==> config.mk <==
export PLATFORM = sky130hd
export DESIGN_NAME = link_status_alias_regs
export DESIGN_NICKNAME = d
export VERILOG_FILES = /design/src/hw/link_status_pkg.sv /design/src/hw/input_sync.sv /design/src/hw/link_status_alias_regs.sv
export SDC_FILE = /design/constraint.sdc
export NUM_CORES = 1
export LEC_CHECK = 0
export CAP_MARGIN = 20
export CORE_UTILIZATION = 62
export DETAILED_ROUTE_END_ITERATION = 10
export DONT_BUFFER_PORTS = 1
export GPL_TIMING_DRIVEN = 0
export PLACE_DENSITY = 0.75
export SLEW_MARGIN = 20
export SYNTH_ARGS = -nofsm -noshare
export SYNTH_HDL_FRONTEND = slang
export SYNTH_HIERARCHICAL = 1
export SYNTH_SLANG_ARGS = --single-unit
==> constraint.sdc <==
create_clock -name core_clk -period 2.8 [get_ports core_clk]
set_clock_uncertainty 0.1 [all_clocks]
set_input_delay 0.28 -clock core_clk [delete_from_list [all_inputs] [get_ports core_clk]]
set_output_delay 0.28 -clock core_clk [all_outputs]
set_load 0.02 [all_outputs]
==> src/hw/link_status_pkg.sv <==
// Constants for the link status and alias register slice.
// Assumes a byte-wide register port on the device clock.
package link_status_pkg;
    localparam logic [7:0]  ADDR_RESET_CTRL  = 8'h04;
    localparam logic [7:0]  ADDR_TARGET      = 8'h07;
    localparam logic [7:0]  ADDR_ALIAS       = 8'h08;
    localparam logic [7:0]  ADDR_CRC_LOW     = 8'h0A;
    localparam logic [7:0]  ADDR_CRC_HIGH    = 8'h0B;
    localparam logic [7:0]  ADDR_STATUS      = 8'h0C;
    localparam int          CRC_RESET_BIT    = 5;
    localparam int          ST_LINK_LOST     = 4;
    localparam int          ST_SELFTEST_ERR  = 3;
    localparam int          ST_CLOCK_PRESENT = 2;
    localparam int          ST_NORMAL_ERR    = 1;
    localparam int          ST_LINK_DETECT   = 0;
    localparam logic [7:0]  RESET_BYTE       = 8'h00;
    localparam logic [15:0] CRC_COUNT_MAX    = 16'hFFFF;
    localparam logic [6:0]  ALIAS_RESET      = 7'h00;
    localparam logic [6:0]  ALIAS_OFF        = 7'h00;
    localparam logic [15:0] COUNT_RESET      = 16'h0000;
    localparam logic        FLAG_RESET       = 1'h0;
endpackage

==> src/hw/input_sync.sv <==
// Two-flop synchroniser for a group of level inputs.
// Assumes inputs come from outside the core clock domain.
`timescale 1ns/1ns
module input_sync #(
    parameter int WIDTH = 1
) (
    input  wire logic             core_clk,
    input  wire logic             rstSyncN,
    input  wire logic [WIDTH-1:0] asyncIn,
    output logic      [WIDTH-1:0] syncOut
);
    logic [WIDTH-1:0] stage1_q;

    always_ff @(posedge core_clk or negedge rstSyncN)
    begin
        if (!rstSyncN)
        begin
            stage1_q <= '0;
            syncOut  <= '0;
        end
        else
        begin
            stage1_q <= asyncIn;
            syncOut  <= stage1_q;
        end
    end
endmodule

==> src/hw/link_status_alias_regs.sv <==
// Register slice: target alias, back-channel CRC counter, link status.
// Assumes the serial control bus front end presents byte reads and writes
// as one-cycle strobes on core_clk, and event inputs are pin levels.
`timescale 1ns/1ns
module link_status_alias_regs
    import link_status_pkg::*;
(
    input  wire logic       core_clk,
    input  wire logic       rstn,
    input  wire logic       regWrEn,
    input  wire logic       regRdEn,
    input  wire logic [7:0] regAddr,
    input  wire logic [7:0] regWrData,
    output logic      [7:0] regRdData_q,
    input  wire logic       linkDetectIn,
    input  wire logic       videoClockIn,
    input  wire logic       crcErrorIn,
    input  wire logic       selftestActiveIn,
    input  wire logic [6:0] xferAddr,
    input  wire logic       xferValid,
    output logic            fwdValid_q,
    output logic      [6:0] fwdAddr_q,
    output logic            fwdRefused_q
);
    logic [1:0]  rstSync_q;
    logic        rstSyncN;
    logic [3:0]  pinSync;
    logic        linkUp;
    logic        videoInputClockPresent;
    logic        crcErrLvl;
    logic        selftestOn;
    logic        linkUpPrev_q;
    logic        crcErrPrev_q;
    logic        selftestPrev_q;
    logic        linkLossEv;
    logic        crcErrEv;
    logic        selftestStartEv;
    logic        crcReset;
    logic        crcAtMax;
    logic        aliasHit;
    logic [6:0]  remoteTargetAliasZero_q;
    logic [6:0]  remoteTargetAddressZero_q;
    logic [15:0] crcCount_q;
    logic        linkLost_q;
    logic        selftestChecksumFault_q;
    logic        normalFault_q;
    logic [7:0]  statusByte;

    // One compare shared by the write and read decoders
    function automatic logic addr_is(input logic [7:0] addr,
                                     input logic [7:0] want);
        return addr == want;
    endfunction

    // Reset is released through two flops
    always_ff @(posedge core_clk or negedge rstn)
    begin
        if (!rstn)
            rstSync_q <= 2'h0;
        else
            rstSync_q <= {rstSync_q[0], 1'h1};
    end
    assign rstSyncN = rstSync_q[1];

    // Every pin is a slow level, so a plain two-flop stage is enough
    input_sync #(.WIDTH(4)) u_pins (
        .core_clk (core_clk),
        .rstSyncN (rstSyncN),
        .asyncIn  ({selftestActiveIn, crcErrorIn, videoClockIn,
                    linkDetectIn}),
        .syncOut  (pinSync)
    );
    assign linkUp                 = pinSync[0];
    assign videoInputClockPresent = pinSync[1];
    assign crcErrLvl              = pinSync[2];
    assign selftestOn             = pinSync[3];

    // Previous pin levels for the edge detectors
    always_ff @(posedge core_clk or negedge rstSyncN)
    begin
        if (!rstSyncN)
        begin
            linkUpPrev_q   <= FLAG_RESET;
            crcErrPrev_q   <= FLAG_RESET;
            selftestPrev_q <= FLAG_RESET;
        end
        else
        begin
            linkUpPrev_q   <= linkUp;
            crcErrPrev_q   <= crcErrLvl;
            selftestPrev_q <= selftestOn;
        end
    end

    // Each rising edge of the error input is one CRC error
    assign linkLossEv      = linkUpPrev_q & ~linkUp;
    assign crcErrEv        = crcErrLvl & ~crcErrPrev_q;
    assign selftestStartEv = selftestOn & ~selftestPrev_q;

    // The reset bit acts as a self-clearing strobe, so it is not stored
    assign crcReset = regWrEn && addr_is(regAddr, ADDR_RESET_CTRL)
                      && regWrData[CRC_RESET_BIT];

    // Holding at the top keeps a flood of errors from reading as few
    assign crcAtMax = (crcCount_q == CRC_COUNT_MAX);

    // Bit 0 of the alias and target bytes is reserved and not stored
    always_ff @(posedge core_clk or negedge rstSyncN)
    begin
        if (!rstSyncN)
        begin
            remoteTargetAliasZero_q   <= ALIAS_RESET;
            remoteTargetAddressZero_q <= ALIAS_RESET;
        end
        else if (regWrEn)
        begin
            if (addr_is(regAddr, ADDR_ALIAS))
                remoteTargetAliasZero_q <= regWrData[7:1];
            else if (addr_is(regAddr, ADDR_TARGET))
                remoteTargetAddressZero_q <= regWrData[7:1];
        end
    end

    // Counter: reset wins over a same-cycle error so the clear is clean
    always_ff @(posedge core_clk or negedge rstSyncN)
    begin
        if (!rstSyncN)
            crcCount_q <= COUNT_RESET;
        else if (crcReset)
            crcCount_q <= COUNT_RESET;
        else if (crcErrEv && !crcAtMax)
            crcCount_q <= crcCount_q + 16'h0001;
    end

    // Sticky flags: a new event wins over a same-cycle clear
    always_ff @(posedge core_clk or negedge rstSyncN)
    begin
        if (!rstSyncN)
            linkLost_q <= FLAG_RESET;
        else if (linkLossEv)
            linkLost_q <= 1'h1;
        else if (crcReset)
            linkLost_q <= 1'h0;
    end

    // A self-test restart starts its fault record afresh
    always_ff @(posedge core_clk or negedge rstSyncN)
    begin
        if (!rstSyncN)
            selftestChecksumFault_q <= FLAG_RESET;
        else if (crcErrEv && selftestOn)
            selftestChecksumFault_q <= 1'h1;
        else if (linkLossEv || selftestStartEv || crcReset)
            selftestChecksumFault_q <= 1'h0;
    end

    // Errors in normal traffic are kept apart from self-test ones
    always_ff @(posedge core_clk or negedge rstSyncN)
    begin
        if (!rstSyncN)
            normalFault_q <= FLAG_RESET;
        else if (crcErrEv && !selftestOn)
            normalFault_q <= 1'h1;
        else if (linkLossEv || crcReset)
            normalFault_q <= 1'h0;
    end

    // Bits 7:5 are reserved and read as zero
    always_comb
    begin
        statusByte                   = RESET_BYTE;
        statusByte[ST_LINK_LOST]     = linkLost_q;
        statusByte[ST_SELFTEST_ERR]  = selftestChecksumFault_q;
        statusByte[ST_CLOCK_PRESENT] = videoInputClockPresent;
        statusByte[ST_NORMAL_ERR]    = normalFault_q;
        statusByte[ST_LINK_DETECT]   = linkUp;
    end

    // Read data is registered one cycle after the read strobe
    always_ff @(posedge core_clk or negedge rstSyncN)
    begin
        if (!rstSyncN)
            regRdData_q <= RESET_BYTE;
        else if (regRdEn)
        begin
            if (addr_is(regAddr, ADDR_ALIAS))
                regRdData_q <= {remoteTargetAliasZero_q, 1'h0};
            else if (addr_is(regAddr, ADDR_TARGET))
                regRdData_q <= {remoteTargetAddressZero_q, 1'h0};
            else if (addr_is(regAddr, ADDR_CRC_LOW))
                regRdData_q <= crcCount_q[7:0];
            else if (addr_is(regAddr, ADDR_CRC_HIGH))
                regRdData_q <= crcCount_q[15:8];
            else if (addr_is(regAddr, ADDR_STATUS))
                regRdData_q <= statusByte;
            else
                regRdData_q <= RESET_BYTE;
        end
    end

    // A zero alias can never match, which is what keeps target zero shut
    assign aliasHit = xferValid && remoteTargetAliasZero_q != ALIAS_OFF
                      && xferAddr == remoteTargetAliasZero_q;

    // Only target zero is remapped; every other address is refused
    always_ff @(posedge core_clk or negedge rstSyncN)
    begin
        if (!rstSyncN)
        begin
            fwdValid_q   <= FLAG_RESET;
            fwdAddr_q    <= ALIAS_RESET;
            fwdRefused_q <= FLAG_RESET;
        end
        else
        begin
            fwdValid_q   <= 1'h0;
            fwdRefused_q <= 1'h0;
            if (aliasHit)
            begin
                fwdValid_q <= 1'h1;
                fwdAddr_q  <= remoteTargetAddressZero_q;
            end
            else if (xferValid)
                fwdRefused_q <= 1'h1;
        end
    end
endmodule

==> impl_metrics.yaml, run 1 <==
status:
  status: "complete, but fails checks"
  violations: "DRC"
timing:
  timing.slew.headroom: 0.5143
  tightest_slew_ns: 0.7218
  grt_setup_unrepaired: "false"
  final.setup.tns_ns: 0
  fin_ws_ns: 0.3464
  setup_viol: 0
  finalMaxSlewViolations: 0
  max_freq_mhz: 407.6
  finalCritPeriodShare: 0.8763
  period_minus_slack_ns: 2.454
  hold_viol: 0
yosys:
  syn_inst: 265
  synthTopCellsByArea: "dfrtp_1 53%, mux2_2 8.0%, mux2i_1 3.4%"
  synthesis.area_um2: 2958
  yosys.cell_count.top_type: "dfrtp_1"
  synth_edf_count: 0
  async_flop_share: 1.000
  ys_warn_count: 6
  synthFlopType: "dfrtp_1"
  avgSynthCellArea_um2: 11.16
  synth_top_area_frac: 0.5330
  synth_cell_types: 47
  yosysSeqAreaShare: 0.5330
  synth_area_leader_cell: "dfrtp_1"
  syn-num-nets: 298
  synthTopCellsByCount: "63 x dfrtp_1, 21 x mux2_2, 15 x nand2_1, 14 x a21oi_1"
  ys_ff_latch: 63
detailed_routing:
  drt-vias-per-instance: 6.435
  wl_per_cell_um: 19.16
  drtPass1Iterations: 7
  first_iter_violations: 257
  via_count: 2233
  antenna_left: 0
  drc_errors: 2
  wl_mm: 6.647
die:
  core_area_um2: 4474
  die_w_um: 71.07
  ios: 49
  die_h_um: 71.07
  start_util: 0.6611
  dieArea_um2: 5051
  rows: 24
final_layout:
  n_fill_cell: 293
  seqCellArea_um2: 1580
  diodes: 0
  area_growth_syn_to_layout_pct: 16.50
  nets: 323
  drive_gt1_frac: 0.1661
  multi_input_area_um2: 1306
clocking:
  path_clk_slew_ns: 0.07
  clock_path_buffers: 2
  holdBufCountCts: 13
  post_cts_buffers: 0
  ctsResizeCount: 0
  numCtsBuffers: 9
  cts_tree: "done"
  clock-sinks: 63
  cts_max_level: 3
  root_buffer: "clkbuf_8"
  clk_latency_ns: 0.35
power:
  p_leak_nw: 1.494
  ir_worst_vdd_mv: 0.4567
  powerDensity_nw_per_um2: 663.6
global_routing:
  grt_pass1_wl_mm: 11.05
  met3_usage: 0.05556
  grt_pass1_vias: 2178
  grt_antenna_before_repair: 0
  grt.met2_usage: 0.4306
  gr-usage-all-layers: 0.2957
  grt_start_max_net_pins: 34
  top_usage_layer: "met1"
  grt_overflow: 0
  grt_util_met1: 0.4370
critical_path:
  worstPathMaxFanout: 10
  required_ns: 2.94
  worstSetupStartpointType: "flop"
  critPathKind: "reg2reg"
  worstPathArrival_ns: 2.60
  end_kind: "flop"
worst_hold_path:
  hold_path.class: "in2async"
placed_design:
  dp_slack_ns: 0.4436
  dp_hpwl_mm: 4.524
  routabilityCongestion: 0.8812
  numPortBuffers: 0
flow_run:
  drv_cap: 0
-- state kept, by name, indices dropped and copies added, names as in the netlist, 2 cells and up --
| register | flops |
|---|---|
| remoteTargetAddressZero_q | 7 |
| rstSync_q | 2 |
| remoteTargetAliasZero_q | 7 |
| crcCount_q | 16 |
| u_pins/syncOut | 4 |
| regRdData_q | 8 |
| u_pins/stage1_q | 4 |
| fwdAddr_q | 7 |
-- stage by stage --
stage / hold slack (ns) / instances / cell area [um^2] / utilization / power [mW]
global placement: -0.1156 / 317 / 3023 / 0.6756 / 1.210
detailed placement: -0.1155 / 318 / 3047 / 0.6809 / 1.220
finish: 0.06236 / 347 / 3446 / 0.7701 / 2.287
CTS: 0.05951 / 347 / 3446 / 0.7701 / 2.286
floorplan: -0.1156 / 265 / 2958 / - / 1.171
global route: 0.07439 / 347 / 3446 / 0.7701 / 2.359
-- path summary, 6_finish.rpt --
| kind | end | startpoint | cells past startpoint | slack (ns) |
|---|---|---|---|---|
| min in group core_clk | regRdData_q[0] | regAddr[2] | 2 | 0.11 |
| worst max register to register | crcCount_q[3] | crcCount_q[0] | 6 | 0.35 |
| max in group asynchronous | crcCount_q[3] | rstSync_q[1] | 1 | 1.95 |
| worst max-delay path | crcCount_q[3] | crcCount_q[0] | 6 | 0.35 |
| worst min register to register | remoteTargetAddressZero_q[1] | rstSync_q[1] | 0 | 0.14 |
| worst min-delay path | rstSync_q[1] | rstn | 1 | 0.06 |
-- layout make-up --
| type | instances | share of cell area |
|---|---|---|
| Buffer | 12 | 0.01525 |
| Clock buffer | 9 | 0.03595 |
| Clock inverter | 7 | 0.04212 |
| Inverter | 6 | 0.006536 |
| Multi-Input combinational cell | 184 | 0.3791 |
| Sequential cell | 63 | 0.4586 |
| Tap cell | 52 | 0.01888 |
| Timing Repair Buffer | 14 | 0.04357 |
-- where the power goes --
| part | switching [mW] | internal, mW |
|---|---|---|
| clock network | 0.372 | 0.684 |
| logic | 0.0893 | 0.0870 |
| registers | 0.0838 | 0.970 |
| total | 0.545 | 1.74 |
-- worst max-delay path, stage by stage (launching register included) --
cell and delay (ns):
dfrtp_1 0.41, ha_1 0.25, nand4_1 0.18, nor4_1 0.68, clkbuf_1 0.43, o31ai_1 0.14, a21oi_1 0.19
-- per-layer routing --
layer  vias to the layer above  part of all wire
met1                      1094              0.47
met3                        12             0.062
li1                       1048                 -
met2                        79              0.45
met4                         0             0.018
met5                         -                 0
-- cells in the final DEF, fill, tap and decap left out, types with 4 or more instances in the layout --
| master | netlist | routed |
|---|---|---|
| dfrtp_1 | 63 | 62 |
| mux2_2 | 21 | 21 |
| nand2_1 | 15 | 15 |
| a21oi_1 | 14 | 14 |
| dlygate4sd3_1 | 0 | 13 |
| nand2b_1 | 10 | 10 |
| nand3_1 | 10 | 10 |
| mux2i_1 | 10 | 10 |
| nor2_1 | 9 | 9 |
| o31ai_1 | 9 | 9 |
| clkbuf_8 | 0 | 9 |
| clkbuf_1 | 8 | 8 |
| or4_1 | 8 | 8 |
| o21ai_0 | 7 | 7 |
| and3_1 | 6 | 6 |
| inv_1 | 6 | 6 |
| a31oi_1 | 6 | 6 |
| nor4_1 | 5 | 5 |
| xor2_1 | 5 | 5 |
| o22ai_1 | 5 | 5 |
| and4_1 | 4 | 4 |
| nand4_1 | 4 | 4 |
| bufinv_16 | 0 | 4 |
-- logic make-up after synthesis --
family	synth area share
other cells	0.001268
fa+ha+maj	0.004229
compound gates	0.1189
simple gates	0.1857
mux	0.1138
buf+inv	0.02538
xor+xnor	0.01777
flops	0.5330
Power figures use the tool's default switching activity.
==> run 2: changes to the inputs <==
==> constraint.sdc (replaced) <==
create_clock -name core_clk -period 2.8 [get_ports core_clk]
set_clock_uncertainty 0.1 [all_clocks]
set_input_delay 0.42 -clock core_clk [delete_from_list [all_inputs] [get_ports core_clk]]
set_output_delay 0.42 -clock core_clk [all_outputs]
set_load 0.02 [all_outputs]
==> impl_metrics.yaml, run 2 (same netlist as run 1, synthesis figures left out) <==
status:
  status: "complete, but fails checks"
  violations: "DRC"
timing:
  final.setup.tns_ns: 0
  tightest_slew_ns: 0.7336
  finalCritPeriodShare: 0.8795
  fin_ws_ns: 0.3373
  grt_setup_unrepaired: "false"
  max_freq_mhz: 406.1
  hold_viol: 0
  period_minus_slack_ns: 2.463
  setup_viol: 0
  finalMaxSlewViolations: 0
  timing.slew.headroom: 0.5064
global_routing:
  grt_antenna_before_repair: 0
  grt_overflow: 0
  grt_pass1_wl_mm: 10.72
  grt_start_max_net_pins: 34
  gr-usage-all-layers: 0.2866
  grt_pass1_vias: 2130
worst_hold_path:
  hold_path.class: "in2reg"
die:
  die_h_um: 71.07
  ios: 49
  start_util: 0.6611
  core_area_um2: 4474
  die_w_um: 71.07
  dieArea_um2: 5051
  rows: 24
critical_path:
  worstPathMaxFanout: 10
  r2r-start: "crcCount_q[0]"
  worstPathArrival_ns: 2.55
  rrSetupSlack_ns: 0.34
  r2r-end: "crcCount_q[3]"
  critPathKind: "reg2reg"
  reg2reg_depth: 6
  worstSetupStartpointType: "flop"
  required_ns: 2.89
  end_kind: "flop"
  startpoint: "crcCount_q[0]"
  endpoint: "crcCount_q[3]"
detailed_routing:
  via_count: 2163
  first_iter_violations: 186
  wl_per_cell_um: 18.96
  drtPass1Iterations: 7
  antenna_left: 0
  drt-vias-per-instance: 6.438
  drc_errors: 4
  wl_mm: 6.370
power:
  power_frac_clock: 0.463
  ir_worst_vdd_mv: 0.4560
  powerDensity_nw_per_um2: 677.5
  p_seq_frac: 0.466
  p_sw_uw: 529.0
  cell_internal_pwr_mw: 1.731
  power_frac_comb: 0.071
  swShare: 0.2341
  p_leak_nw: 1.448
placed_design:
  dp_hpwl_mm: 4.524
  dp_slack_ns: 0.4436
  routabilityCongestion: 0.8812
  numPortBuffers: 0
final_layout:
  diodes: 0
  mostFrequentLayoutCells: "62 x dfrtp_1, 21 x mux2_2, 15 x nand2_1"
  drive_gt1_frac: 0.1725
  multi_input_area_um2: 1306
  final_common_cell: "dfrtp_1"
  largest_register_ff_count: 16
  regMostFlops: "crcCount_q"
  nets: 312
  n_fill_cell: 315
  reg_top3: "crcCount_q: 16 flops, regRdData_q: 8 flops"
  seqCellArea_um2: 1580
  area_growth_syn_to_layout_pct: 12.77
clocking:
  clock_path_buffers: 2
  numCtsBuffers: 9
  cts_max_level: 3
  clock-sinks: 63
  cts_tree: "done"
  ctsResizeCount: 0
  root_buffer: "clkbuf_8"
  clk_latency_ns: 0.33
  path_clk_slew_ns: 0.07
flow_run:
  drv_cap: 0
-- run 2: repair_timing --
item	in CTS	in global routing
hold endpoints to repair	3	0
buffers inserted	0	0
hold buffers	2	0
-- run 2: how the worst min path moves through the flow --
stage / slack (ns) / end / cells past startpoint / from
floorplan: 0.02 / rstSync_q[0] / 0 / rstn
global placement: 0.02 / rstSync_q[1] / 0 / rstn
detailed placement: 0.02 / rstSync_q[0] / 0 / rstn
CTS: 0.0002 / u_pins/stage1_q[0] / 0 / linkDetectIn
global route: 0.001 / u_pins/stage1_q[0] / 0 / linkDetectIn
finish: 0.01 / u_pins/stage1_q[0] / 0 / linkDetectIn
-- run 2: per-stage QoR --
stage	instance area, um^2	util	power (mW)	hold WS, ns	instances
5_1_grt	3336	0.7455	2.337	0.001300	336
2_1_floorplan	2958	-	1.171	0.02441	265
3_5_place_dp	3047	0.6809	1.220	0.02446	318
6_report	3336	0.7455	2.260	0.01301	336
4_1_cts	3336	0.7455	2.270	0.0002440	336
3_3_place_gp	3023	0.6756	1.210	0.02444	317
-- run 2: final cells by class --
type	count	share of cell area
Clock inverter	7	0.04351
Tap cell	52	0.01950
Timing Repair Buffer	3	0.01200
Inverter	6	0.006752
Clock buffer	9	0.03713
Multi-Input combinational cell	184	0.3916
Sequential cell	63	0.4737
Buffer	12	0.01575
-- run 2: layer usage --
layer / vias up / GRT usage / routed length (um)
li1: 1023 / - / -
met1: 1045 / 0.4279 / 2980
met2: 83 / 0.4156 / 2821
met3: 12 / 0.05413 / 454
met4: 0 / 0.1200 / 113
met5: - / 0 / 0
-- run 2: power by group through the flow --
| stage | Combinational [mW] | Clock (mW) | Sequential [mW] |
|---|---|---|---|
| 5_1_grt | 0.180 | 1.09 | 1.07 |
| 2_1_floorplan | 0.119 | 0 | 1.05 |
| 3_5_place_dp | 0.153 | 0 | 1.07 |
| 6_report | 0.159 | 1.05 | 1.05 |
| 4_1_cts | 0.159 | 1.06 | 1.05 |
| 3_3_place_gp | 0.136 | 0 | 1.07 |
-- run 2: critical path, stage by stage (launching register included) --
cell and delay (ns):
dfrtp_1 0.41, ha_1 0.24, nand4_1 0.18, nor4_1 0.69
clkbuf_1 0.42, or4_1 0.19, a21oi_1 0.08
